[config.mk]
export PLATFORM = sky130hd
export DESIGN_NAME = scu_sci_ctrl
export DESIGN_NICKNAME = d
export VERILOG_FILES = /design/src/hw/scu_pkg.sv /design/src/hw/scu_sci_ctrl.sv
export SDC_FILE = /design/constraint.sdc
export NUM_CORES = 1
export LEC_CHECK = 0
export ABC_AREA = 1
export BUFFER_PORTS_ARGS = -buffer_cell sky130_fd_sc_hd__buf_4
export CAP_MARGIN = 20
export CORE_MARGIN = 10
export CORE_UTILIZATION = 55
export DETAILED_ROUTE_END_ITERATION = 8
export GPL_TIMING_DRIVEN = 0
export PLACE_DENSITY = 0.81
export SETUP_SLACK_MARGIN = 0.15
export SYNTH_ARGS = -nofsm -noshare
export SYNTH_HDL_FRONTEND = slang
export SYNTH_SLANG_ARGS = --single-unit
[constraint.sdc]
create_clock -name mclk_i -period 2.05 [get_ports mclk_i]
set_input_delay 0.205 -clock mclk_i [delete_from_list [all_inputs] [get_ports mclk_i]]
set_output_delay 0.205 -clock mclk_i [all_outputs]
set_load 0.01 [all_outputs]
[src/hw/scu_pkg.sv]
// constants and types shared by the serial control block
// assumes a wishbone slave with byte registers on word addresses
`default_nettype none
package scu_pkg;
  // ******************************
  // register byte addresses
  // ******************************
  localparam logic [7:0] SCU_CTRL1 = 8'h00;
  localparam logic [7:0] SCU_CTRL2 = 8'h04;
  localparam logic [7:0] SCU_STAT  = 8'h08;
  localparam logic [7:0] SCU_DATA  = 8'h0C;
  localparam logic [7:0] SCU_BRKC  = 8'h10;
  // ******************************
  // field positions
  // ******************************
  localparam int C1_LOOP = 7;
  localparam int C1_EN   = 6;
  localparam int C1_INV  = 5;
  localparam int C1_LONG = 4;
  localparam int C1_WAKE = 3;
  localparam int C1_IDLE_COUNT_START_SELECT = 2;
  localparam int C1_PEN  = 1;
  localparam int C1_PTY  = 0;
  localparam int C2_TIE  = 7;
  localparam int C2_TX_COMPLETE_IRQ_ENABLE = 6;
  localparam int C2_RIE  = 5;
  localparam int C2_IDLE_LINE_IRQ_ENABLE = 4;
  localparam int C2_TE   = 3;
  localparam int C2_RE   = 2;
  localparam int C2_RWU  = 1;
  localparam int C2_SBK  = 0;
  // ******************************
  // reset values and counts
  // ******************************
  localparam logic [7:0]  SCU_CTRL_RST = 8'h00;
  localparam logic        SCU_BREAK_FLAG_CLEAR_ENABLE_RST = 1'b0;
  localparam logic [15:0] SCU_BIT_CYC  = 16'h0010;
  localparam logic [3:0]  SCU_LEN_SHORT = 4'hA;
  localparam logic [3:0]  SCU_LEN_LONG  = 4'hB;
  // ******************************
  // transmitter states
  // ******************************
  typedef enum logic [1:0] {
    TX_IDLE = 2'b00,
    TX_SEND = 2'b01,
    TX_BRK  = 2'b10
  } scu_tx_t;
endpackage
`default_nettype wire

[src/hw/scu_sci_ctrl.sv]
// serial control block: control registers, transmitter, receiver
// assumes a classic wishbone master and a break module on mclk_i
//
// What this block does
// - enabled flag clear in debug break sticks
// - protected debug break leaves status flags unchanged
// - first clear step survives break, second clears
// - enabled module forces pin directions
// - loop mode feeds transmitter into receiver
// - module enable gates logic, sets empty flags
// - inversion flips every transmitted level
// - long bit selects nine bit characters
// - wake bit selects address mark wakeup
// - idle count starts after stop or start
// - parity occupies most significant character bit
// - parity type selects odd or even
// - separate enables for transmitter interrupt sources
// - separate enables for receiver interrupt sources
// - transmitter enable sends preamble of ones
// - disabling transmitter finishes character, requeues idle
// - receiver enable gates reception, keeps flags
// - standby masks receiver interrupts until wakeup
// - send break emits breaks then one
// - early break replaces the pending preamble
//
// Implementation choices: the register addresses and the Wishbone slave port.
`timescale 1ns/100ps
`default_nettype none
module scu_sci_ctrl
  import scu_pkg::*;
#(
  parameter logic [15:0] BIT_CYC = scu_pkg::SCU_BIT_CYC
)(
  input  wire logic        mclk_i,               // 10 MHz bus clock
  input  wire logic        nrst_i,               // sync reset, low
  input  wire logic        ce_i,                 // clock enable
  input  wire logic        wb_cyc_i,             // bus cycle
  input  wire logic        wb_stb_i,             // bus strobe
  input  wire logic        wb_we_i,              // write
  input  wire logic [7:0]  wb_adr_i,             // byte address
  input  wire logic [3:0]  wb_sel_i,             // byte lanes
  input  wire logic [31:0] wb_dat_i,             // write data
  output logic      [31:0] wb_dat_o,             // read data
  output logic             wb_ack_o,             // acknowledge
  input  wire logic        dbg_break_i,          // debug break state
  input  wire logic        port_dir_bit_one_i,   // port dir, rx pin
  input  wire logic        port_dir_bit_two_i,   // port dir, tx pin
  input  wire logic        port_tx_dat_i,        // port latch, tx pin
  input  wire logic        port_rx_dat_i,        // port latch, rx pin
  output logic             shared_transmit_pin_o,    // tx pin level
  output logic             shared_transmit_pin_oe_o, // tx pin drive
  input  wire logic        shared_receive_pin_i,     // rx pin level
  output logic             shared_receive_pin_o,     // rx pin level out
  output logic             shared_receive_pin_oe_o,  // rx pin drive
  output logic             tx_irq_o,             // transmitter request
  output logic             rx_irq_o              // receiver request
);
  import scu_pkg::*;

  // ******************************
  // state
  // ******************************
  typedef struct packed {
    logic [7:0]  c1;
    logic [7:0]  c2;
    logic        break_flag_clear_enable;
    logic        ack;
    logic [8:0]  dat;
    logic [8:0]  txbuf;
    logic        tx_empty;
    logic        arm_te;
    logic        te_q;
    logic        pre_pend;
    logic        brk_tail;
    scu_tx_t     tx_st;
    logic [9:0]  tx_sh;
    logic [3:0]  tx_n;
    logic [15:0] tx_cnt;
    logic        txd;
    logic [2:0]  rx_s;
    logic        rx_lvl;
    logic        rx_busy;
    logic [15:0] rx_cnt;
    logic [3:0]  rx_n;
    logic [9:0]  rx_sh;
    logic [8:0]  rx_data;
    logic        rx_full;
    logic        idle;
    logic        perr;
    logic        arm_rf;
    logic        arm_id;
    logic        arm_pe;
    logic [3:0]  ocnt;
    logic        idl_done;
    logic        seen;
  } scu_st_t;

  scu_st_t s;
  scu_st_t next_s;

  logic        en;
  logic        m_long;
  logic        prot;
  logic        acc;
  logic        tx_tick;
  logic        rx_tick;
  logic        tx_free;
  logic        tc;
  logic        rxin;
  logic        te;
  logic        send_break;
  logic        receiver_standby;
  logic [3:0]  len;
  logic [8:0]  tx_dat;
  logic [10:0] tx_frame;
  logic [8:0]  rx_word;
  logic        rx_msb;
  logic        rx_perr;
  logic [15:0] half_cyc;

  // ******************************
  // decoded controls
  // ******************************
  // module enable gates everything except the receiver request and the rx pin level out
  assign en       = s.c1[C1_EN];
  assign m_long   = s.c1[C1_LONG];
  assign len      = m_long ? SCU_LEN_LONG : SCU_LEN_SHORT;
  assign te       = s.c2[C2_TE];
  assign send_break      = s.c2[C2_SBK];
  assign receiver_standby      = s.c2[C2_RWU];
  assign prot     = dbg_break_i & ~s.break_flag_clear_enable;
  assign acc      = wb_cyc_i & wb_stb_i & ~s.ack;
  assign tx_tick  = (s.tx_cnt == 16'h0000);
  assign rx_tick  = (s.rx_cnt == 16'h0000);
  assign half_cyc = (BIT_CYC >> 1) - 16'h0001;
  // loop takes the raw transmitter level
  assign rxin     = s.c1[C1_LOOP] ? s.txd : s.rx_lvl;
  assign tx_free  = (s.tx_st == TX_IDLE) | (tx_tick & (s.tx_n == 4'h1));
  // complete while nothing queued or on the line
  assign tc = ~en | (s.tx_empty & (s.tx_st == TX_IDLE) & ~s.pre_pend & ~send_break);

  // parity insertion on the outgoing word
  always_comb
  begin
    tx_dat = s.txbuf;
    // parity replaces the top character bit
    if (s.c1[C1_PEN] & m_long)
      tx_dat[8] = (^s.txbuf[7:0]) ^ s.c1[C1_PTY];
    else if (s.c1[C1_PEN])
      tx_dat[7] = (^s.txbuf[6:0]) ^ s.c1[C1_PTY];
  end

  // frame is start, data, stop, sent lsb first
  assign tx_frame = m_long ? {1'b1, tx_dat, 1'b0} : {2'b11, tx_dat[7:0], 1'b0};
  // received data sits high in the shifter before the stop bit
  assign rx_word  = m_long ? s.rx_sh[9:1] : {1'b0, s.rx_sh[9:2]};
  assign rx_msb   = m_long ? rx_word[8] : rx_word[7];
  assign rx_perr  = s.c1[C1_PEN] & ((^rx_word) ^ s.c1[C1_PTY]);

  // ******************************
  // next state
  // ******************************
  always_comb
  begin
    next_s = s;
    next_s.ack = acc;
    next_s.te_q = te;

    // bus access: read data and register writes
    if (acc & ~wb_we_i)
    begin
      case (wb_adr_i)
        SCU_CTRL1: next_s.dat = {1'b0, s.c1};
        SCU_CTRL2: next_s.dat = {1'b0, s.c2};
        SCU_STAT:  next_s.dat = {1'b0, s.tx_empty, tc, s.rx_full, s.idle, 3'b000, s.perr};
        SCU_DATA:  next_s.dat = s.rx_data;
        SCU_BRKC:  next_s.dat = {8'h00, s.break_flag_clear_enable};
        default:   next_s.dat = 9'h000;
      endcase
      // first step of the clear is armed here
      if ((wb_adr_i == SCU_STAT) & ~prot)
      begin
        next_s.arm_te = s.tx_empty;
        next_s.arm_rf = s.rx_full;
        next_s.arm_id = s.idle;
        next_s.arm_pe = s.perr;
      end
      // second step clears, also in an unprotected break
      if ((wb_adr_i == SCU_DATA) & ~prot)
      begin
        if (s.arm_rf)
          next_s.rx_full = 1'b0;
        if (s.arm_id)
          next_s.idle = 1'b0;
        if (s.arm_pe)
          next_s.perr = 1'b0;
        next_s.arm_rf = 1'b0;
        next_s.arm_id = 1'b0;
        next_s.arm_pe = 1'b0;
      end
    end
    else if (acc & wb_we_i)
    begin
      if (wb_sel_i[0])
      begin
        case (wb_adr_i)
          SCU_CTRL1: next_s.c1 = wb_dat_i[7:0];
          SCU_CTRL2:
          begin
            next_s.c2 = wb_dat_i[7:0];
            // enables held while module is off
            if (~en)
            begin
              next_s.c2[C2_TE] = te;
              next_s.c2[C2_RE] = s.c2[C2_RE];
            end
          end
          SCU_BRKC:  next_s.break_flag_clear_enable = wb_dat_i[0];
          SCU_DATA:  next_s.txbuf[7:0] = wb_dat_i[7:0];
          default:   next_s.break_flag_clear_enable = s.break_flag_clear_enable;
        endcase
      end
      if (wb_sel_i[1] & (wb_adr_i == SCU_DATA))
        next_s.txbuf[8] = wb_dat_i[8];
      // a protected write leaves the empty flag alone
      if ((wb_adr_i == SCU_DATA) & wb_sel_i[0] & ~prot)
      begin
        if (s.arm_te)
          next_s.tx_empty = 1'b0;
        next_s.arm_te = 1'b0;
      end
    end

    // input synchroniser, level taken once two stages agree
    next_s.rx_s = {s.rx_s[1:0], shared_receive_pin_i};
    if (s.rx_s[1] == s.rx_s[2])
      next_s.rx_lvl = s.rx_s[2];

    // transmitter engine, runs after the bus so its sets win
    if (~en)
    begin
      // disabled module reports empty and complete
      next_s.tx_st = TX_IDLE;
      next_s.txd = 1'b1;
      next_s.tx_cnt = 16'h0000;
      next_s.pre_pend = 1'b0;
      next_s.brk_tail = 1'b0;
      next_s.tx_empty = 1'b1;
      next_s.te_q = 1'b0;
    end
    else
    begin
      if (s.tx_st != TX_IDLE)
        next_s.tx_cnt = tx_tick ? BIT_CYC - 16'h0001 : s.tx_cnt - 16'h0001;
      // a rising enable queues a preamble
      // clear then set queues one idle character
      if (te & ~s.te_q)
        next_s.pre_pend = 1'b1;
      // a finished break is owed a trailing one
      if ((s.tx_st == TX_BRK) & tx_free)
        next_s.brk_tail = 1'b1;
      if (tx_free)
      begin
        next_s.tx_st = TX_IDLE;
        next_s.txd = 1'b1;
        if (te)
        begin
          if (send_break)
          begin
            // break takes the place of a waiting preamble
            next_s.pre_pend = 1'b0;
            next_s.tx_st = TX_BRK;
            next_s.txd = 1'b0;
            next_s.tx_sh = 10'h000;
            next_s.tx_n = len;
            next_s.tx_cnt = BIT_CYC - 16'h0001;
          end
          else if (next_s.brk_tail)
          begin
            next_s.brk_tail = 1'b0;
            next_s.tx_st = TX_SEND;
            next_s.tx_n = 4'h1;
            next_s.tx_cnt = BIT_CYC - 16'h0001;
          end
          else if (next_s.pre_pend)
          begin
            next_s.pre_pend = 1'b0;
            next_s.tx_st = TX_SEND;
            next_s.tx_sh = 10'h3FF;
            next_s.tx_n = len;
            next_s.tx_cnt = BIT_CYC - 16'h0001;
          end
          else if (~s.tx_empty)
          begin
            // buffer moves to the shifter, empty flag sets
            next_s.tx_empty = 1'b1;
            next_s.tx_st = TX_SEND;
            next_s.txd = tx_frame[0];
            next_s.tx_sh = tx_frame[10:1];
            next_s.tx_n = len;
            next_s.tx_cnt = BIT_CYC - 16'h0001;
          end
        end
      end
      else if (tx_tick)
      begin
        next_s.txd = s.tx_sh[0];
        next_s.tx_sh = {1'b1, s.tx_sh[9:1]};
        next_s.tx_n = s.tx_n - 4'h1;
      end
    end

    // receiver engine
    // disabled receiver stops, flags untouched
    if (~en | ~s.c2[C2_RE])
    begin
      next_s.rx_busy = 1'b0;
      next_s.rx_cnt = 16'h0000;
      next_s.ocnt = 4'h0;
      next_s.idl_done = 1'b0;
    end
    else
    begin
      next_s.rx_cnt = rx_tick ? BIT_CYC - 16'h0001 : s.rx_cnt - 16'h0001;
      // ones counted once per bit time, zero restarts
      if (rx_tick)
        next_s.ocnt = rxin ? ((s.ocnt == 4'hF) ? s.ocnt : s.ocnt + 4'h1) : 4'h0;
      if (~s.rx_busy)
      begin
        if (~rxin)
        begin
          // falling edge: centre on the start bit
          next_s.rx_busy = 1'b1;
          next_s.rx_cnt = half_cyc;
          next_s.rx_n = 4'h0;
          next_s.ocnt = 4'h0;
        end
      end
      else if (rx_tick)
      begin
        next_s.rx_n = s.rx_n + 4'h1;
        if (s.rx_n == 4'h0)
        begin
          // glitch rather than start bit
          if (rxin)
            next_s.rx_busy = 1'b0;
        end
        else if (s.rx_n == len - 4'h1)
        begin
          next_s.rx_busy = 1'b0;
          // with the type bit set, count only after stop
          if (s.c1[C1_IDLE_COUNT_START_SELECT])
            next_s.ocnt = 4'h0;
          if (~receiver_standby | (s.c1[C1_WAKE] & rx_msb))
          begin
            next_s.c2[C2_RWU] = 1'b0;
            next_s.rx_data = rx_word;
            next_s.rx_full = 1'b1;
            next_s.seen = 1'b1;
            // checked with the same parity type
            if (rx_perr)
              next_s.perr = 1'b1;
          end
        end
        else
          next_s.rx_sh = {rxin, s.rx_sh[9:1]};
      end
      // idle line, once per stretch of ones
      if ((s.ocnt >= len) & ~s.idl_done)
      begin
        next_s.idl_done = 1'b1;
        // idle wakeup clears standby, sets no flag
        if (receiver_standby & ~s.c1[C1_WAKE])
          next_s.c2[C2_RWU] = 1'b0;
        else if (s.seen)
        begin
          next_s.idle = 1'b1;
          next_s.seen = 1'b0;
        end
      end
      if (next_s.ocnt == 4'h0)
        next_s.idl_done = 1'b0;
    end
  end

  // ******************************
  // registers
  // ******************************
  // one register stage for the whole block, frozen by ce
  always_ff @(posedge mclk_i)
  begin
    if (~nrst_i)
    begin
      s <= '0;
      s.c1 <= SCU_CTRL_RST;
      s.c2 <= SCU_CTRL_RST;
      s.break_flag_clear_enable <= SCU_BREAK_FLAG_CLEAR_ENABLE_RST;
      s.tx_empty <= 1'b1;
      s.txd <= 1'b1;
      s.tx_st <= TX_IDLE;
      s.rx_s <= 3'b111;
      s.rx_lvl <= 1'b1;
    end
    else if (ce_i)
      s <= next_s;
  end

  // ******************************
  // outputs
  // ******************************
  assign wb_ack_o = s.ack;
  assign wb_dat_o = {23'h000000, s.dat};

  // enabled module owns both pin directions
  assign shared_transmit_pin_oe_o = en | port_dir_bit_two_i;
  assign shared_receive_pin_oe_o  = ~en & port_dir_bit_one_i;
  assign shared_receive_pin_o     = port_rx_dat_i;
  // inversion covers idle, break, start and stop
  assign shared_transmit_pin_o    = en ? (s.txd ^ s.c1[C1_INV]) : port_tx_dat_i;

  // transmitter sources, killed by module disable
  // gated or of flags, held while true
  assign tx_irq_o = en & ((s.tx_empty & s.c2[C2_TIE]) | (tc & s.c2[C2_TX_COMPLETE_IRQ_ENABLE]));
  assign rx_irq_o = ~receiver_standby & ((s.rx_full & s.c2[C2_RIE]) | (s.idle & s.c2[C2_IDLE_LINE_IRQ_ENABLE]));

endmodule // scu_sci_ctrl
`default_nettype wire

==> summary.txt <==
Run status
  – Outcome: finished clean

Logic synthesis
  – Number of synthesized register bits: 129
  – Post-Syn Instances: 1102
  – Most frequent cell after synthesis: nand2_1
  – Mux cell area share after synthesis: 0%
  – Post-synthesis compound-gate area fraction: a little under a fifth
  – Top-area cell type share of the netlist area: about a third
  – Yosys top cell by area: dfxtp_1
  – Most instantiated cells after synthesis: nand2_1 (260), dfxtp_1 (129), a21oi_1 (115), inv_1 (115), nor2_1 (94)
  – Top cells by area, synth: dfxtp_1 (35%), nand2_1 (13%), a21oi_1 (7.7%), inv_1 (5.8%), o21ai_0 (5.2%)
  – Async SR Flop Fraction: 0%
  – Netlist Area Pre-Place: 7438 um^2
  – Most used DFF post-synth: dfxtp_1
  – Avg Cell Area, Syn: 6.750 um^2
  – XOR/XNOR Fraction of Synth Area: 3.768%
  – Synth Area in Simple Gates: 29.72%
  – Yosys Warn Count: 0
  – Post-synth EDFFs: 0
  – Yosys cell types: 47
  – Adder-Cell Fraction of Synth Area: 1.514%
  – Seq/Total Area, Yosys: 34.72%
  – Largest family of logic cells by synthesized area: simple AND/OR/NAND/NOR gates

Global routing
  – GRT Residual Overflow: 0
  – Antenna violations before repair: 0
  – First-pass GRT wire length: 33400 um
  – Overall Global Routing Usage: 22.04%
  – Vias in the first global route: 7049
  – Largest net degree at the start of global routing: 17

Hold path
  – Worst hold path type: primary input to flop
  – Hold Path End: next_s[54]
  – Hold path startpoint: shared_receive_pin_i
  – Hold Path Stages: 3

Clock tree
  – Worst skew pair latency: 0.43 ns
  – Total clock sinks: about 130
  – CTS Buffer Depth: 2
  – CTS tree: built
  – Clk pin slew, worst setup/hold paths: about 0.060 ns
  – Num CTS Buffers: 17
  – CTS root buffer: clkbuf_16
  – Max H-tree Level: 4

Setup path
  – FF-to-FF End: s[86]
  – Critical path buffer and inverter count: 3
  – Critical R2R Launch: s[74]
  – Cell Chain, Critical Path: inv_2 -> ha_1 -> nor3b_2 -> nand3_1 -> nand2_2 -> buf_8 -> o21ai_0 -> inv_1 -> nand4_1 -> nand2_1 -> a21oi_1
  – Crit path max-delay cell type: dfxtp_2
  – Reg2reg path depth: 11
  – Cell family with most CP delay: simple AND/OR/NAND/NOR gates
  – Worst reg-to-reg setup slack: around 0.12 ns
  – Worst Path Max Fanout: 5
  – Crit path capture type: flop
  – Critical Path Source Type: flop
  – Critical path class: flop to flop
  – CP max stage delay: 0.34 ns
  – Critical path arrival: 2.30 ns
  – Worst EP required: 2.42 ns

Placement
  – Final HPWL DP: 14710 um
  – IO buf count: 45
  – RePlAce Congestion: 0.9568
  – Cells after DPL: 1345
  – Dpl ws: -0.01018 ns

Run
  – Max-cap viol count: 0

Timing
  – Hold_ws: ~0.025 ns
  – Hold Violations, Final: 0
  – Final slew viol count: 0
  – Fin crit period: 1.934 ns
  – Fmax: 0.5171 GHz
  – Fin crit share: 94.33%
  – Setup violations, final: 0
  – Final WS setup: approximately 0.12 ns
  – Worst slew pin tran: 0.7102 ns
  – Relative slew slack: 52.65%
  – RSZ-0062 raised after global routing: true
  – Clock Skew: between 0.01 and 0.015 ns

Floorplan
  – DIE WIDTH: 136.3 um
  – Initial core utilization: 56.17%
  – Placeable Area: 13240 um^2
  – Die height: 136.3 um
  – Top Ports: 95
  – Die Area: 18580 um^2
  – # rows: 42

Power
  – LEAKAGE: 0.003946 uW
  – Worst vdd ir: 0.0005396 V
  – PwrDens: 636.3 nW/um^2

Routing
  – DRT iter0 DRCs: 806
  – Drt wl/cell: 15.19 um
  – First-pass DRT Iterations: 5
  – DRC viols: 0
  – Avg Vias per Cell: 5.497
  – Post-Route WL: 21120 um
  – Post-route ant nets: 0
  – DR vias: roughly 7600

Layout
  – Antenna cell count: 0
  – Nets: approximately 1300
  – Storage cell area: 2597 um^2
  – FILL cells: about 1100
  – Finished Layout Cells: 1390
  – Layout cells sized above 1: 19.28%
  – Multi-input logic area: 4200 um^2
  – Layout Utilization: 67.72%
  – Synth-to-layout area growth: 20.56%
==> what timing repair did <==
action,CTS,global route
pin swaps,1,14
cloned,0,1
hold endpoints to repair,0,0
setup buffers,2,11
resized for setup,8,66
hold buffers,0,0
setup endpoints to repair,59,84
==> cell families (layout without fill, tap and decap cells) <==
kind of cell | after synthesis | count (layout)
xor+xnor | 32 | 32
flops | 129 | 129
fa+ha+maj | 9 | 9
compound gates | 242 | 242
other cells | 1 | 23
buf+inv | 194 | 284
simple gates | 495 | 495
==> worst max-delay path by stage <==
| stage | from | to | slack, ns | cells after the start |
|---|---|---|---|---|
| 6_report | s[74] | s[86] | 0.12 | 11 |
| 5_1_grt | s[74] | s[86] | 0.03 | 11 |
| 4_1_cts | s[88] | tx_irq_o | 0.16 | 6 |
| 3_5_place_dp | m_long | s[19] | -0.01 | 8 |
| 3_3_place_gp | s[52] | s[42] | 0.02 | 7 |
| 2_1_floorplan | s[35] | s[30] | 0.39 | 11 |
==> registers in the layout (all words and copies together), names as in the netlist <==
register,flops
receiver_standby,1
wb_ack_o,1
s,114
m_long,1
next_s,2
en,1
wb_dat_o,9
==> power breakdown <==
group          leakage (uW)  switching, uW  internal [uW]
Clock              0.000264           1150           1750
Combinational       0.00264            177            105
Sequential          0.00104           11.0           2520
==> cell type report <==
class	instances	share of cell area, %
Inverter	123	5.260
Clock buffer	22	5.288
Clock inverter	9	0.9348
Multi-Input combinational cell	801	46.84
Timing Repair Buffer	59	5.135
Buffer	71	5.121
Tap cell	176	2.456
Sequential cell	129	28.97
==> metal layers <==
layer  vias to the layer above  track usage [%]  share of wire [%]
met5                         -                0                  0
met4                         0            8.284                3.1
met3                        76            5.941                8.8
met2                       359            37.20                 48
met1                      3456            26.16                 40
li1                       3750                -                  -
==> stage by stage <==
stage / cell area [um^2] / TNS [ns] / total power, uW
after floorplan: 7521 / 0 / 2740
after global placement: 8079 / 0 / 2850
after detailed placement: 8079 / -0.01018 / 2853
after CTS: 8667 / 0 / 5700
after global routing: 8967 / 0 / 5832
final: 8967 / 0 / 5706
==> cells in the final DEF (no fill, tap or decap), drive strengths merged, types with 2 or more instances in the layout <==
| cell | count |
|---|---|
| o311ai | 2 |
| clkbuf | 45 |
| conb | 23 |
| dfxtp | 129 |
| nor4 | 5 |
| o22ai | 2 |
| a31o | 2 |
| clkinvlp | 6 |
| nor2 | 113 |
| ha | 9 |
| xor2 | 19 |
| o2111ai | 2 |
| a21oi | 117 |
| xnor2 | 13 |
| a21o | 3 |
| a211oi | 10 |
| o31ai | 2 |
| nand3 | 69 |
| nand2 | 274 |
| nand4 | 13 |
| inv | 121 |
| clkinv | 4 |
| o211ai | 7 |
| buf | 107 |
| nor3 | 16 |
| or2 | 3 |
| o21ai | 91 |
==> worst min-delay path: cells and delay by family <==
kind          cells  cell delay (ns)
simple gates      2             0.12
buf+inv           1             0.09
No activity file was read; power rests on OpenSTA's default activity.
